`src/rtcsp_pkg.sv`:
```
/*
 Package of the two-wire slave register port: address, widths, states.
 Assumes nothing of its surroundings.
*/
package rtcsp_pkg;
   localparam logic [6:0] SLAVE_ADDR = 7'h68;
   localparam logic [7:0] PTR_RESET = 8'h00;
   localparam int PTR_W = 8;
   localparam int DATA_W = 8;
   localparam int FIFO_DEPTH = 16;
   localparam int SYNC_STAGES = 2;
   localparam logic [3:0] BIT_LAST = 4'h7;
   localparam logic [3:0] BIT_ZERO = 4'h0;
   // Fastest supported bus clock and sample clock rate
   localparam int FAST_MODE_KHZ = 400;
   localparam int CLK_MHZ = 125;
   localparam int SCL_HALF_CYCLES = (CLK_MHZ * 1000) / (FAST_MODE_KHZ * 2);

   typedef enum logic [2:0]
   {
      ST_IDLE = 3'b000,
      ST_ADDR = 3'b001,
      ST_ADDR_ACK = 3'b010,
      ST_RX = 3'b011,
      ST_RX_ACK = 3'b100,
      ST_TX = 3'b101,
      ST_TX_ACK = 3'b110
   } rtcsp_state_t;
endpackage : rtcsp_pkg

```
`src/rtcsp_fifo.sv`:
```
/*
 Synchronous FIFO with valid/ready on both sides.
 Assumes one clock and a synchronous active-low reset.
*/
`timescale 1ns/1ps
module rtcsp_fifo #(
   parameter int WIDTH = 8,
   parameter int DEPTH = 16
)
(
   // Clock and reset
   input wire logic clk,
   input wire logic rstn,
   // Fill side
   input wire logic in_valid,
   output logic in_ready,
   input wire logic [WIDTH-1:0] in_data,
   // Drain side
   output logic out_valid,
   input wire logic out_ready,
   output logic [WIDTH-1:0] out_data
);
   localparam int AW = $clog2(DEPTH);
   logic [WIDTH-1:0] mem [DEPTH];
   logic [AW:0] wr_ptr;
   logic [AW:0] rd_ptr;
   logic push;
   logic pop;

   assign in_ready = (wr_ptr - rd_ptr) != (AW+1)'(DEPTH);
   assign out_valid = wr_ptr != rd_ptr;
   assign out_data = mem[rd_ptr[AW-1:0]];
   assign push = in_valid && in_ready;
   assign pop = out_valid && out_ready;

   always_ff @(posedge clk)
   begin
      if (push)
      begin
         mem[wr_ptr[AW-1:0]] <= in_data;
      end
   end

   always_ff @(posedge clk)
   begin
      if (!rstn)
      begin
         wr_ptr <= '0;
         rd_ptr <= '0;
      end
      else
      begin
         if (push)
         begin
            wr_ptr <= wr_ptr + 1'b1;
         end
         if (pop)
         begin
            rd_ptr <= rd_ptr + 1'b1;
         end
      end
   end
endmodule : rtcsp_fifo

```
`src/rtcsp_port.sv`:
```
/*
 Two-wire serial slave port with auto-incrementing register pointer.
 Written bytes go out through a FIFO; read bytes come from the core
 by a combinational pointer lookup. The bus master makes all clocks.
*/
`timescale 1ns/1ps
// Functional notes
// - Acknowledge every byte received while addressed: address, pointer, data. The code does not acknowledge a data byte that arrives while the FIFO is full.
// - Acknowledger holds data line low through the whole ninth high phase.
// - After a not-acknowledged read byte, release the data line.
// - Keep sending read bytes until a not-acknowledge is sampled.
// - First byte after START is 7-bit address plus direction bit.
// - Address 1101000 with direction 0 selects receive mode.
// - Address 1101000 with direction 1 selects transmit mode.
// - First byte after write address loads the register pointer.
// - Any number of data bytes follow; each is stored and acknowledged. The code drops and does not ack a byte arriving while the FIFO is full.
// - Pointer advances by one after each data byte written or read.
// - Reads start at the register the pointer selects.
// - Without a new pointer, reads continue from the previous pointer.
// - STOP or repeated START ends a transfer; repeated START re-addresses.
// - START is data falling while clock high; STOP is data rising.
// - Data changes only while clock is low.
// - Standard and fast-mode bus rates are supported.
// - Below power-fail threshold, no register access takes place.
module rtcsp_port #(
   parameter int DEPTH = rtcsp_pkg::FIFO_DEPTH
)
(
   // Clock and reset
   input wire logic CLK,
   input wire logic RSTN,
   // Serial bus; clock is input only
   input wire logic SCL_IN,
   input wire logic SDA_IN,
   output logic SDA_OUT,
   output logic SDA_OE,
   // Supply monitor
   input wire logic POWER_FAIL,
   // Written bytes toward the core
   output logic WR_VALID,
   input wire logic WR_READY,
   output logic [rtcsp_pkg::PTR_W-1:0] WR_ADDR,
   output logic [rtcsp_pkg::DATA_W-1:0] WR_DATA,
   // Read lookup from the core
   output logic [rtcsp_pkg::PTR_W-1:0] RD_ADDR,
   input wire logic [rtcsp_pkg::DATA_W-1:0] RD_DATA,
   // Status
   output logic BUSY
);
   localparam int FW = rtcsp_pkg::PTR_W + rtcsp_pkg::DATA_W;

   logic [1:0] scl_sync;
   logic [1:0] sda_sync;
   logic scl_d;
   logic sda_d;
   logic pf_meta;
   logic pf;
   logic scl_rise;
   logic scl_fall;
   logic start_cond;
   logic stop_cond;
   rtcsp_pkg::rtcsp_state_t state;
   logic [3:0] bit_cnt;
   logic [7:0] shreg;
   logic first_rx;
   logic [rtcsp_pkg::PTR_W-1:0] ptr;
   logic [7:0] tx_byte;
   logic push;
   logic fifo_in_ready;
   logic fifo_out_valid;
   logic [FW-1:0] fifo_out;
   logic full_hold;
   logic ack_drive;

   // Two stages before any logic reads the pins; idle bus is high
   always_ff @(posedge CLK)
   begin
      if (!RSTN)
      begin
         scl_sync <= 2'h3;
         sda_sync <= 2'h3;
         scl_d <= 1'b1;
         sda_d <= 1'b1;
      end
      else
      begin
         scl_sync <= {scl_sync[0], SCL_IN};
         sda_sync <= {sda_sync[0], SDA_IN};
         scl_d <= scl_sync[1];
         sda_d <= sda_sync[1];
      end
   end

   // Supply flag from the monitor, also two stages
   always_ff @(posedge CLK)
   begin
      if (!RSTN)
      begin
         pf_meta <= 1'b0;
         pf <= 1'b0;
      end
      else
      begin
         pf_meta <= POWER_FAIL;
         pf <= pf_meta;
      end
   end

   // 125 MHz sampling gives many samples per fast-mode half period
   assign scl_rise = scl_sync[1] && !scl_d;
   assign scl_fall = !scl_sync[1] && scl_d;
   assign start_cond = scl_sync[1] && scl_d && sda_d && !sda_sync[1];
   assign stop_cond = scl_sync[1] && scl_d && !sda_d && sda_sync[1];

   // Bus state; bits sampled only on clock rise, so data is stable high
   always_ff @(posedge CLK)
   begin
      if (!RSTN)
      begin
         state <= rtcsp_pkg::ST_IDLE;
         bit_cnt <= rtcsp_pkg::BIT_ZERO;
         shreg <= 8'h00;
         first_rx <= 1'b0;
      end
      else if (start_cond)
      begin
         state <= rtcsp_pkg::ST_ADDR;
         // Clock fall that closes START wraps this to zero
         bit_cnt <= rtcsp_pkg::BIT_ZERO - 4'h1;
      end
      else if (stop_cond)
      begin
         state <= rtcsp_pkg::ST_IDLE;
      end
      else
      begin
         unique case (state)
            rtcsp_pkg::ST_IDLE:
            begin
               bit_cnt <= rtcsp_pkg::BIT_ZERO;
            end
            rtcsp_pkg::ST_ADDR, rtcsp_pkg::ST_RX:
            begin
               if (scl_rise)
               begin
                  shreg <= {shreg[6:0], sda_sync[1]};
               end
               if (scl_fall)
               begin
                  if (bit_cnt == rtcsp_pkg::BIT_LAST)
                  begin
                     bit_cnt <= rtcsp_pkg::BIT_ZERO;
                     if (state == rtcsp_pkg::ST_RX)
                     begin
                        state <= rtcsp_pkg::ST_RX_ACK;
                     end
                     else if (shreg[7:1] == rtcsp_pkg::SLAVE_ADDR && !pf)
                     begin
                        state <= rtcsp_pkg::ST_ADDR_ACK;
                     end
                     else
                     begin
                        state <= rtcsp_pkg::ST_IDLE;
                     end
                  end
                  else
                  begin
                     bit_cnt <= bit_cnt + 4'h1;
                  end
               end
            end
            rtcsp_pkg::ST_ADDR_ACK:
            begin
               if (scl_fall)
               begin
                  first_rx <= 1'b1;
                  // Direction bit picks receive or transmit mode
                  state <= shreg[0] ? rtcsp_pkg::ST_TX
                                    : rtcsp_pkg::ST_RX;
               end
            end
            rtcsp_pkg::ST_RX_ACK:
            begin
               if (scl_fall)
               begin
                  first_rx <= 1'b0;
                  state <= rtcsp_pkg::ST_RX;
               end
            end
            rtcsp_pkg::ST_TX:
            begin
               if (scl_fall)
               begin
                  if (bit_cnt == rtcsp_pkg::BIT_LAST)
                  begin
                     bit_cnt <= rtcsp_pkg::BIT_ZERO;
                     state <= rtcsp_pkg::ST_TX_ACK;
                  end
                  else
                  begin
                     bit_cnt <= bit_cnt + 4'h1;
                  end
               end
            end
            rtcsp_pkg::ST_TX_ACK:
            begin
               // Answer taken at rise, acted on at fall, so the
               // acknowledge fall is not counted as a data bit
               if (scl_rise)
               begin
                  shreg <= {shreg[6:0], sda_sync[1]};
               end
               if (scl_fall)
               begin
                  // Not-acknowledge ends the read; released until START
                  state <= shreg[0] ? rtcsp_pkg::ST_IDLE
                                    : rtcsp_pkg::ST_TX;
               end
            end
            default:
            begin
               state <= rtcsp_pkg::ST_IDLE;
            end
         endcase
      end
   end

   // Pointer: loaded by first write byte, bumped per data byte
   always_ff @(posedge CLK)
   begin
      if (!RSTN)
      begin
         ptr <= rtcsp_pkg::PTR_RESET;
      end
      else if (state == rtcsp_pkg::ST_RX_ACK && scl_fall && !pf)
      begin
         if (first_rx)
         begin
            ptr <= shreg;
         end
         else
         begin
            ptr <= ptr + 8'h01;
         end
      end
      else if (state == rtcsp_pkg::ST_TX_ACK && scl_rise)
      begin
         // Early bump: next byte is fetched before the fall
         ptr <= ptr + 8'h01;
      end
   end

   // Read byte fetched at pointer; pointer persists across transfers
   always_ff @(posedge CLK)
   begin
      if (!RSTN)
      begin
         tx_byte <= 8'h00;
      end
      else if (state == rtcsp_pkg::ST_TX && scl_fall)
      begin
         tx_byte <= {tx_byte[6:0], 1'b0};
      end
      else if (state != rtcsp_pkg::ST_TX)
      begin
         tx_byte <= pf ? 8'hff : RD_DATA;
      end
   end

   // Full FIFO: byte dropped and its acknowledge withheld
   assign push = state == rtcsp_pkg::ST_RX && scl_fall &&
                 bit_cnt == rtcsp_pkg::BIT_LAST && !first_rx && !pf;
   assign ack_drive = state == rtcsp_pkg::ST_ADDR_ACK ||
                      (state == rtcsp_pkg::ST_RX_ACK && !full_hold);

   // Decided as the byte ends, so the byte filling the last slot is acked
   always_ff @(posedge CLK)
   begin
      if (!RSTN)
      begin
         full_hold <= 1'b0;
      end
      else if (state == rtcsp_pkg::ST_RX && scl_fall &&
               bit_cnt == rtcsp_pkg::BIT_LAST)
      begin
         full_hold <= pf || (!first_rx && !fifo_in_ready);
      end
   end

   rtcsp_fifo #(
      .WIDTH(FW),
      .DEPTH(DEPTH)
   ) u_fifo (
      .clk(CLK),
      .rstn(RSTN),
      .in_valid(push),
      .in_ready(fifo_in_ready),
      .in_data({ptr, shreg}),
      .out_valid(fifo_out_valid),
      .out_ready(WR_READY && !(WR_VALID && !WR_READY)),
      .out_data(fifo_out)
   );

   // Registered write stream; reloads every cycle, pops a word while WR_READY is high and shows it with WR_VALID the next cycle
   always_ff @(posedge CLK)
   begin
      if (!RSTN)
      begin
         WR_VALID <= 1'b0;
         WR_ADDR <= rtcsp_pkg::PTR_RESET;
         WR_DATA <= 8'h00;
      end
      else
      begin
         WR_VALID <= fifo_out_valid && WR_READY;
         WR_ADDR <= fifo_out[FW-1 -: rtcsp_pkg::PTR_W];
         WR_DATA <= fifo_out[rtcsp_pkg::DATA_W-1:0];
      end
   end

   // Open-drain data: only ever pulls low; clock line never driven
   always_ff @(posedge CLK)
   begin
      if (!RSTN)
      begin
         SDA_OUT <= 1'b0;
         SDA_OE <= 1'b0;
         RD_ADDR <= rtcsp_pkg::PTR_RESET;
         BUSY <= 1'b0;
      end
      else
      begin
         SDA_OUT <= 1'b0;
         SDA_OE <= ack_drive || (state == rtcsp_pkg::ST_TX &&
                   !tx_byte[7]);
         RD_ADDR <= ptr;
         BUSY <= state != rtcsp_pkg::ST_IDLE;
      end
   end
endmodule : rtcsp_port

```
`config.mk`:
```
export PLATFORM = sky130hd
export DESIGN_NAME = rtcsp_port
export DESIGN_NICKNAME = d
export VERILOG_FILES = /design/src/rtcsp_pkg.sv /design/src/rtcsp_fifo.sv /design/src/rtcsp_port.sv
export SDC_FILE = /design/constraint.sdc
export NUM_CORES = 1
export LEC_CHECK = 0
export BUFFER_PORTS_ARGS = -buffer_cell sky130_fd_sc_hd__buf_2
export CELL_PAD_IN_SITES_DETAIL_PLACEMENT = 1
export CELL_PAD_IN_SITES_GLOBAL_PLACEMENT = 2
export CORE_ASPECT_RATIO = 1.4
export CORE_UTILIZATION = 43
export CTS_BUF_LIST = sky130_fd_sc_hd__clkbuf_4
export DETAILED_ROUTE_END_ITERATION = 16
export PLACE_DENSITY = 0.88
export SLEW_MARGIN = 20
export SYNTH_ARGS = -nofsm -noshare
export SYNTH_HDL_FRONTEND = slang
export SYNTH_SLANG_ARGS = --single-unit
```
`constraint.sdc`:
```
create_clock -name CLK -period 3.6 [get_ports CLK]
set_input_delay 0.36 -clock CLK [delete_from_list [all_inputs] [get_ports CLK]]
set_output_delay 0.36 -clock CLK [all_outputs]
set_load 0.005 [all_outputs]
```
* Word-level counts from Yosys, hierarchy flattened
Memories as Yosys holds them, arrays and structs flattened. A register that Yosys moved wholly into a read port is not among the register bits. Cells that the tools add are included.
Cells by class: multiplexer cells 30, reductions and logical operators 55, eq/ne operators 28, add/subtract/negate cells 5, bitwise operators 4
Operator list (count):
- 8-bit 2-to-1 mux | 6
- 3-bit 2-to-1 mux | 10
- 4-bit inequality test, second input constant | 7
- 1-bit logical AND | 24
- 3-bit one-hot mux with 6 select lines | 1
- 4-bit 2-to-1 mux | 4
- 2-bit inequality test, second input constant | 8
- 8-bit AND reduction | 2
- 1-bit zero test | 12
- 5-bit by 1-bit adder with 5-bit output, second input constant | 2
- 3-bit equality test, second input constant | 3
- 3-bit OR reduction | 3
- 8-bit by 1-bit adder with 8-bit output, second input constant | 1
- 4-bit one-hot mux with 2 select lines | 1
- 7-bit equality test, second input constant | 1
- 3-bit by 2-bit equality test with 1-bit output, second input constant | 2
- 1-bit 2-to-1 mux | 6
- 3-bit inequality test, second input constant | 2
- 2-bit nonzero test | 3
- 3-bit nonzero test | 2
- 5-bit inequality test | 1
- 5-bit inequality test, second input constant | 1
- 5-bit AND reduction | 1
- 5-bit subtractor | 1
- other kinds (12) | 18
Word-level totals: bits in writable memories 256, memories kept 1, word-level logic and storage cells 144, register bits after elaboration 62
Memories:
- u_fifo.mem | words 16, width 16, rd ports 1, clocked after Yosys merged registers in 1, wr ports 1, RTL line rtcsp_fifo.sv:24 | logic [WIDTH-1:0] mem [DEPTH];

* Logic depth before layout (Yosys ltp)
Gate-level depths: netlist of run 1.
depth after elaboration 9, depth in mapped cells 12, gate-level depth less buffers 8

* Hierarchy
From an unflattened synthesis of run 1, not the netlist that was laid out.
Unflattened totals: cells, all modules 773, area, all modules 13306.5 um2
Modules (own cells, without submodules):
- rtcsp_fifo | area each 10443.8 um2, times used 1, cells an instance 458
- rtcsp_port | area each 2862.7 um2, times used 1, cells an instance 315

* Worst setup path after synthesis of run 1
No wires, ideal clock.
kind register to register, from reg u_fifo.rd_ptr[2], to mem u_fifo.mem[15][0] in the netlist's numbering, enable pin, setup slack -226 ps, arrival 3417 ps, path buffers 4, stages on the path, launching flop included 12, data required time 3191 ps, clock period less this slack 3826 ps, cells stage by stage dfxtp_1 clkbuf_1 clkbuf_1 clkinv_1 buf_1 ha_1 nand2_1 o21bai_1 a211o_1 a22oi_1 buf_2 nor3_1
Between the ends: longest elaborated chain between the ends 5
Ends and longest elaborated chain:
- start: declaration | RTL line rtcsp_fifo.sv:26 | logic [AW:0] rd_ptr;
- start signal: assignment | RTL line rtcsp_fifo.sv:59 | rd_ptr <= rd_ptr + 1'b1;
- 5-bit subtractor | RTL line rtcsp_fifo.sv:30 | assign in_ready = (wr_ptr - rd_ptr) != (AW+1)'(DEPTH);
- 5-bit inequality test | RTL line rtcsp_fifo.sv:30
- 1-bit logical AND | RTL line rtcsp_fifo.sv:33 | assign push = in_valid && in_ready;
- 1-bit 2-to-1 mux | RTL line rtcsp_fifo.sv:38 | if (push)
- 1-bit 2-to-1 mux (implied by the code) | RTL line rtcsp_fifo.sv:40 | mem[wr_ptr[AW-1:0]] <= in_data;
- end: declaration | RTL line rtcsp_fifo.sv:24
Every way passes these cells.

* Final worst setup path of run 1
from reg u_fifo.rd_ptr[3], to mem u_fifo.mem[5][7] in the netlist's numbering, enable pin
The elaborated chain is that of the path after synthesis.

==> key figures, run 1 <==
Status
  • Outcome: complete, no violations

Die
  • Die W: 149.9 um
  • Die ar.: 31320 um^2
  • Die H: 209.0 um
  • Initial Utilization: a little over two fifths
  • Core area: 30030 um^2
  • I/O Pins: 42
  • Cell row count: 75

Global routing
  • GRT overflow: 0
  • Antenna violations before repair: 1
  • First-pass GRT wire length: ~49000 um
  • Vias in the first global route: around 8.6k
  • GR Util All Layers: a little over a fifth
  • Largest net degree at the start of global routing: 51

Setup path
  • Crit Path Max Fanout: 18
  • Slowest cell on crit path: nor4b_1
  • CP Capture Type: register
  • Worst EP required: 3.98 ns
  • CP startpoint kind: register
  • R2R Path Start: u_fifo.rd_ptr[3]$_SDFFE_PN0P_
  • CP Depth: 10
  • Setup crit end: u_fifo.mem[5][7]$_DFFE_PP_
  • Cell family with most CP delay: simple AND/OR/NAND/NOR gates
  • Worst Path Arrival: 3.52 ns
  • Critical path cell sequence: inv_1 > ha_1 > nand2_1 > o21bai_1 > a211o_1 > a22oi_1 > buf_4 > nor4b_1 > and2_1 > buf_4
  • FF-to-FF setup slack: 0.45 ns
  • Critical path's largest stage delay: around 0.57 ns
  • Cell repeated most along the worst path: buf_4
  • WP buf/inv: 3
  • FF-to-FF path depth: 10
  • FF-to-FF End: u_fifo.mem[5][7]$_DFFE_PP_
  • CP Class: reg -> reg
  • CP Launch Point: u_fifo.rd_ptr[3]$_SDFFE_PN0P_

Synth
  • Yosys Warn Count: 0
  • Flops & latches, synth: approximately 330
  • Post-Syn Area per Cell: 15.69 um^2
  • Register area share after synthesis: 70.27%
  • Synth unique cells: between 50 and 60
  • Ys async rst share: 0%
  • Post-Syn Instances: between 800 and 900
  • Top FF cell, synth: edfxtp_1
  • Synthesized Nets: 864
  • EDFF count, synth: between 200 and 300
  • Synthesized area: 13160 um^2

Flow run
  • Max-cap check violation count: 0

Clocking
  • CTS buffer count: 78
  • H-Tree Depth: 3
  • Hold_buf cts: 7
  • Total setup buffers inserted after CTS: 0
  • # clock sinks: roughly 330
  • Clock root buffer: clkbuf_4
  • CTS tree: done
  • Max Root-Sink Buffers: 3
  • Worst skew pair latency: 0.71 ns
  • Resize count post-CTS: 0
  • Clk slew on worst S/H paths: about 0.07 ns

Timing
  • Setup TNS: 0 ns
  • Final WS setup: 0.4540 ns
  • Max Slew Vio Count: 0
  • Max_slew headroom: a little over a third
  • Min Clock Period, post-route: approximately 3.1 ns
  • Final Cycle Share: 87.39%
  • Achievable frequency: between 300 and 400 MHz
  • Worst slew pin tran: approximately 0.97 ns
  • Setup Skew: around 0.050 ns
  • Setup Viol. Count Final: 0
  • RSZ-0062 raised after global routing: no
  • Final Hold Viols: 0

Final layout
  • Final core occ: between 40 and 50%
  • Share of layout cells above drive strength 1: between 20% and 30%
  • Layout Nets: ~1000
  • Area Growth Syn to Fin: 13.73%

Placement
  • GPL Wtd Cong: between 0.8 and 0.9
  • Port bufs: 40
  • Pre-CTS setup slack: approximately 0.55 ns
  • Hpwl dp: between 20000 and 25000 um

Power and ir drop
  • Max VDD drop: approximately 0.00017 V
  • Seq pwr share: between 50% and 60%
  • Clk pwr share: between 40% and 50%
  • LEAKAGE: around 5.1 nW
  • Sw Share: a little over a fifth
  • P_int: 5.743 mW
  • Combinational power share: 1.1%
  • Pwr dens: between 400 and 500 nW/um^2
  • Switching power: 1.561 mW

Routing
  • DR WL/cell: 23.28 um
  • Met2 wire length: 17380 um
  • DRT iter0 DRCs: 453
  • DRT Wirelength: between 30000 and 40000 um
  • Wl on met1: 12390 um
  • Pre-antenna DRT Iters: 5
  • Total number of vias: roughly 7.8k
  • DRC: 0
  • Met3 routed WL: around 1500 um
  • Highest routed layer: met4
  • Vias per std cell: about 5.6
  • Post-DRT Antenna Nets: 0

Hold path
  • Min-delay worst type: in -> reg
-- sequential cells by signal (all words and copies together) (netlist names), 2 cells and up --
register,cells
u_fifo.mem,256
RD_ADDR,8
WR_ADDR,8
WR_DATA,8
ptr,8
shreg,8
tx_byte,8
u_fifo.rd_ptr,5
u_fifo.wr_ptr,5
bit_cnt,4
state,3
scl_sync,2
sda_sync,2
-- how the worst min path moves through the flow --
| stage | startpoint | endpoint | slack (ns) | cells past startpoint |
|---|---|---|---|---|
| after floorplan | scl_sync[0]$_SDFF_PN1_ | scl_sync[1]$_SDFF_PN1_ | 0.39 | 1 |
| after global placement | scl_sync[0]$_SDFF_PN1_ | scl_sync[1]$_SDFF_PN1_ | 0.40 | 1 |
| after detailed placement | sda_sync[0]$_SDFF_PN1_ | sda_sync[1]$_SDFF_PN1_ | 0.40 | 1 |
| after CTS | RD_DATA[2] | tx_byte[2]$_SDFFE_PN0P_ | 0.01 | 3 |
| after global routing | RD_DATA[2] | tx_byte[2]$_SDFFE_PN0P_ | 0.07 | 3 |
| final | RD_DATA[2] | tx_byte[2]$_SDFFE_PN0P_ | 0.05 | 3 |
-- worst register-to-register path, cell delays in order, from the launching register on --
cell,delay (ns)
dfxtp_1,0.31
inv_1,0.41
ha_1,0.36
nand2_1,0.11
o21bai_1,0.14
a211o_1,0.17
a22oi_1,0.07
buf_4,0.20
nor4b_1,0.57
and2_1,0.22
buf_4,0.27
-- through the flow --
stage / instances / hold WS (ns) / power [mW] / area [um^2]
2_1_floorplan: 839 / 0.3863 / 4.253 / 13170
3_3_place_gp: 1245 / 0.4003 / 4.283 / 13870
3_5_place_dp: 1245 / 0.3964 / 4.285 / 13870
4_1_cts: 1394 / 0.01096 / 7.381 / 14970
5_1_grt: 1395 / 0.06722 / 7.543 / 14970
6_report: 1395 / 0.05103 / 7.304 / 14970
-- per-layer routing --
metal  vias to the layer above  track usage (%)
li1                       3497                -
met1                      4038            24.03
met2                       228            38.62
met3                        68            4.345
met4                         0            10.59
met5                         -                0
-- layout by cell type, fill, tap and decap left out, types with 21 or more instances in the layout --
master,Yosys,routed
nor2_1,46,46
edfxtp_1,256,256
nand2_1,100,100
a21oi_1,21,21
dfxtp_1,78,75
buf_4,2,29
a311oi_1,23,23
clkbuf_4,0,113
buf_2,11,40
mux4_2,64,64
and2_1,21,21
-- cell type report --
class	instances	area [um^2]
Antenna cell	1	2.502
Clock buffer	113	848.3
Clock inverter	29	176.4
Fill cell	2998	15060
Inverter	16	60.06
Multi-Input combinational cell	441	3657
Sequential cell	334	9255
Tap cell	385	481.7
Timing Repair Buffer	76	488.0
-- cells in the mapped netlist, drive strengths merged (2+ instances only) --
master	n	share of area [%]
nand2b	7	0.39
nand3	11	0.46
ha	11	1.0
and3	20	0.95
clkbuf	32	0.91
and2	22	1.0
nand3b	3	0.17
a211oi	5	0.29
a31oi	3	0.14
a221oi	2	0.13
or4	3	0.17
or3	3	0.14
xor2	3	0.20
a21oi	21	0.80
nor3b	5	0.29
mux2i	9	0.68
clkinv	2	0.057
nor2b	6	0.29
nand2	100	2.9
o31ai	6	0.34
o21a	8	0.46
nor4b	4	0.27
nor2	46	1.3
dfxtp	78	12
nand4b	3	0.20
xnor2	4	0.27
o21ai	15	0.66
inv	14	0.40
mux4	64	11
a32oi	2	0.13
nand4	2	0.095
buf	16	0.62
a311oi	23	1.5
nor3	15	0.57
edfxtp	256	58
-- cells by family (layout without fill, tap and decap cells) --
family	Yosys count	count (layout)	synth area share [%]
DFF	334	334	70.27
xor gates and xnor gates	7	7	0.4658
buffers and inverters	64	234	1.987
AOI/OAI and AO/OA	95	95	5.124
and+or+nand+nor	253	253	9.363
muxes	74	74	11.72
other	1	2	0.02849
adders and majority gates	11	11	1.046
-- power by group through the flow --
stage,Clock (mW),Sequential (mW),Combinational (mW)
floorplan,0,4.20,0.0526
global placement,0,4.21,0.0779
detailed placement,0,4.21,0.0791
CTS,3.18,4.12,0.0860
global route,3.33,4.12,0.0932
finish,3.10,4.12,0.0836
Power figures use the tool's default switching activity.
==> run 2: changes to the inputs <==
Settings changed: RECOVER_POWER set to 25.
==> key figures, run 2 (synthesis gave the netlist of run 1 again) <==
Timing
  • Achievable frequency: 320.0 MHz (+0.69%)
  • Setup TNS: 0 ns (unchanged)
  • Max Slew Vio Count: 0 (unchanged)
  • RSZ-0062 raised after global routing: no
  • Worst slew pin tran: 0.9858 ns (+0.01168 ns)
  • Final Cycle Share: 86.79% (-0.60 points)
  • Setup Skew: 0.05190 ns (+0.001555 ns)
  • Min Clock Period, post-route: 3.125 ns (-0.02148 ns)
  • Final Hold Viols: 0 (unchanged)
  • Setup Viol. Count Final: 0 (unchanged)
  • Max_slew headroom: 34.19% (-0.78 points)

Global routing
  • Gr busiest metal: met2
  • Largest net degree at the start of global routing: 51 (unchanged)
  • Antenna violations before repair: 1 (unchanged)
  • Vias in the first global route: 8598 (unchanged)
  • First-pass GRT wire length: 49180 um (unchanged)
  • GR Util met3: 4.345% (unchanged)
  • GRT overflow: 0 (unchanged)
  • GR Util All Layers: 21.54% (unchanged)
  • Met1 Usage GRT: 24.03% (unchanged)
  • Met2 Usage GRT: 38.62% (unchanged)

Routing
  • DRT iter0 DRCs: 476 (+5.1%)
  • Post-DRT Antenna Nets: 0 (unchanged)
  • DRT Wirelength: 32540 um (+0.19%)
  • Total number of vias: 7830 (-0.013%)
  • Vias per std cell: 5.613 (about the same)
  • DRC: 0 (unchanged)
  • Pre-antenna DRT Iters: 5 (unchanged)
  • DR WL/cell: 23.32 um (+0.19%)

Placement
  • GPL Wtd Cong: 0.8263 (unchanged)
  • Hpwl dp: 20060 um (unchanged)
  • Area after DPL: 13870 um^2 (unchanged)
  • Port bufs: 40 (unchanged)

Setup path
  • Cell repeated most along the worst path: buf_4
  • CP Class: reg -> reg
  • Critical path cell sequence: inv_1 > ha_1 > nand2_1 > o21bai_1 > a211o_1 > a22oi_1 > buf_4 > nor4b_1 > and2_1 > buf_4
  • FF-to-FF path depth: 10 (unchanged)
  • Worst EP required: 3.97 ns (about the same)
  • Worst Path Arrival: 3.50 ns (-0.02 ns)
  • FF-to-FF End: u_fifo.mem[5][7]$_DFFE_PP_
  • CP startpoint kind: register
  • FF-to-FF setup slack: 0.48 ns (+0.02 ns)
  • R2R Path Start: u_fifo.rd_ptr[3]$_SDFFE_PN0P_
  • CP Capture Type: register
  • Critical path's largest stage delay: 0.55 ns (-0.02 ns)
  • Slowest cell on crit path: nor4b_1
  • Crit Path Max Fanout: 18 (unchanged)

Hold path
  • Hold Path Depth: 3 (unchanged)
  • Hold Path End: tx_byte[2]$_SDFFE_PN0P_
  • Hold Path Origin: RD_DATA[2]
  • Min-delay worst type: in -> reg

Clocking
  • CTS tree: done
  • Worst skew pair latency: 0.71 ns (about the same)
  • CTS buffer count: 78 (unchanged)
  • Total setup buffers inserted after CTS: 0 (unchanged)
  • H-Tree Depth: 3 (unchanged)
  • Max Root-Sink Buffers: 3 (unchanged)
  • Clk slew on worst S/H paths: 0.07 ns (about the same)
  • # clock sinks: 334 (unchanged)
  • Clock root buffer: clkbuf_4

Final layout
  • Share of layout cells above drive strength 1: 26.56% (-0.099 points)
  • Commonest non-fill, non-tap cell in the layout: edfxtp_1
  • Max FFs per register: 256 (unchanged)
  • Final instance area: 14970 um^2 (about the same)
  • Layout Nets: 972 (unchanged)
  • Commonest non-fill, non-tap cells in the layout: edfxtp_1 (256), clkbuf_4 (113), nand2_1 (100), dfxtp_1 (75), mux4_2 (64)
  • Area Growth Syn to Fin: 13.70% (about the same)

Power and ir drop
  • LEAKAGE: 5.094 nW (-0.12%)
  • P_int: 5.743 mW (about the same)
  • Sw Share: 21.36% (about the same)
  • Seq pwr share: 56.4% (about the same)
  • Combinational power share: 1.1% (about the same)
  • Max VDD drop: 0.0001740 V (about the same)
  • Pwr dens: 488.0 nW/um^2 (about the same)
  • Switching power: 1.560 mW (about the same)
  • Clk pwr share: 42.4% (about the same)

Die
  • I/O Pins: 42 (unchanged)
  • Die H: 209.0 um (unchanged)
  • Die W: 149.9 um (unchanged)
  • Cell row count: 75 (unchanged)
  • Die ar.: 31320 um^2 (unchanged)
  • Core area: 30030 um^2 (unchanged)
  • Initial Utilization: 43.83% (unchanged)

Flow run
  • Max-cap check violation count: 0 (unchanged)

Status
  • Outcome: complete, no violations
## run 2: cell types whose count changed in the layout (fill, tap and decap cells not counted), sizes merged
cell / before / now
clkbuf: 113 / 114
buf: 69 / 68
## run 2: timing repair
item                                   in CTS  in global routing
hold buffers                                7                  0
endpoints found under the hold margin       7                  0
resized for setup                           0                  0
## run 2: worst max path at each step
stage                     slack [ns]                          end  cells after the start                           from
final                           0.48   u_fifo.mem[5][7]$_DFFE_PP_                     10  u_fifo.rd_ptr[3]$_SDFFE_PN0P_
after global routing            0.24  u_fifo.mem[3][12]$_DFFE_PP_                     10  u_fifo.rd_ptr[3]$_SDFFE_PN0P_
after CTS                       0.49  u_fifo.mem[7][14]$_DFFE_PP_                     10  u_fifo.rd_ptr[3]$_SDFFE_PN0P_
after detailed placement        0.55  u_fifo.mem[3][12]$_DFFE_PP_                     10  u_fifo.rd_ptr[3]$_SDFFE_PN0P_
after global placement          0.64  u_fifo.mem[3][11]$_DFFE_PP_                     10  u_fifo.rd_ptr[3]$_SDFFE_PN0P_
after floorplan                 0.02   u_fifo.mem[8][0]$_DFFE_PP_                     12  u_fifo.rd_ptr[2]$_SDFFE_PN0P_
## run 2: worst max-delay path, delay by kind of cell (launching register included)
| kind | cells | cell delay (ns) |
|---|---|---|
| simple gates | 3 | 0.88 |
| compound gates | 3 | 0.38 |
| buf+inv | 3 | 0.88 |
| flops | 1 | 0.31 |
| fa+ha+maj | 1 | 0.36 |
## run 2: area by class of cell
cell class / count / area (um^2)
antenna: 1 / 2.502
clock buffer: 113 / 848.3
clock inverter: 29 / 176.4
fill: 2999 / 15060
inverter: 16 / 60.06
multi-input combinational: 441 / 3657
sequential: 334 / 9255
tap: 385 / 481.7
timing repair buffer: 76 / 484.2
## run 2: layer usage
layer	vias up	wire (um)	part of all wire, %
met1	4031	12310	38
met3	70	1570	4.8
met4	0	1227	3.8
met2	232	17430	54
li1	3497	-	-
met5	-	0	0
## run 2: power groups by stage
stage | Combinational, mW | Sequential, mW | Clock [mW]
after floorplan | 0.0526 | 4.20 | 0
after global placement | 0.0779 | 4.21 | 0
after detailed placement | 0.0791 | 4.21 | 0
after CTS | 0.0860 | 4.12 | 3.18
after global routing | 0.0933 | 4.12 | 3.33
final | 0.0835 | 4.12 | 3.10
## run 2: metrics by stage
step                      instances  utilization [%]  setup slack (ns)  power (mW)  hold slack, ns
after CTS                      1394            49.84            0.4939       7.381         0.01096
after global placement         1245            46.20            0.6426       4.283          0.4003
final                          1395            49.84            0.4755       7.303         0.05251
after floorplan                 839                -           0.01927       4.253          0.3863
after global routing           1395            49.84            0.2377       7.543         0.06722
after detailed placement       1245            46.20            0.5517       4.285          0.3964
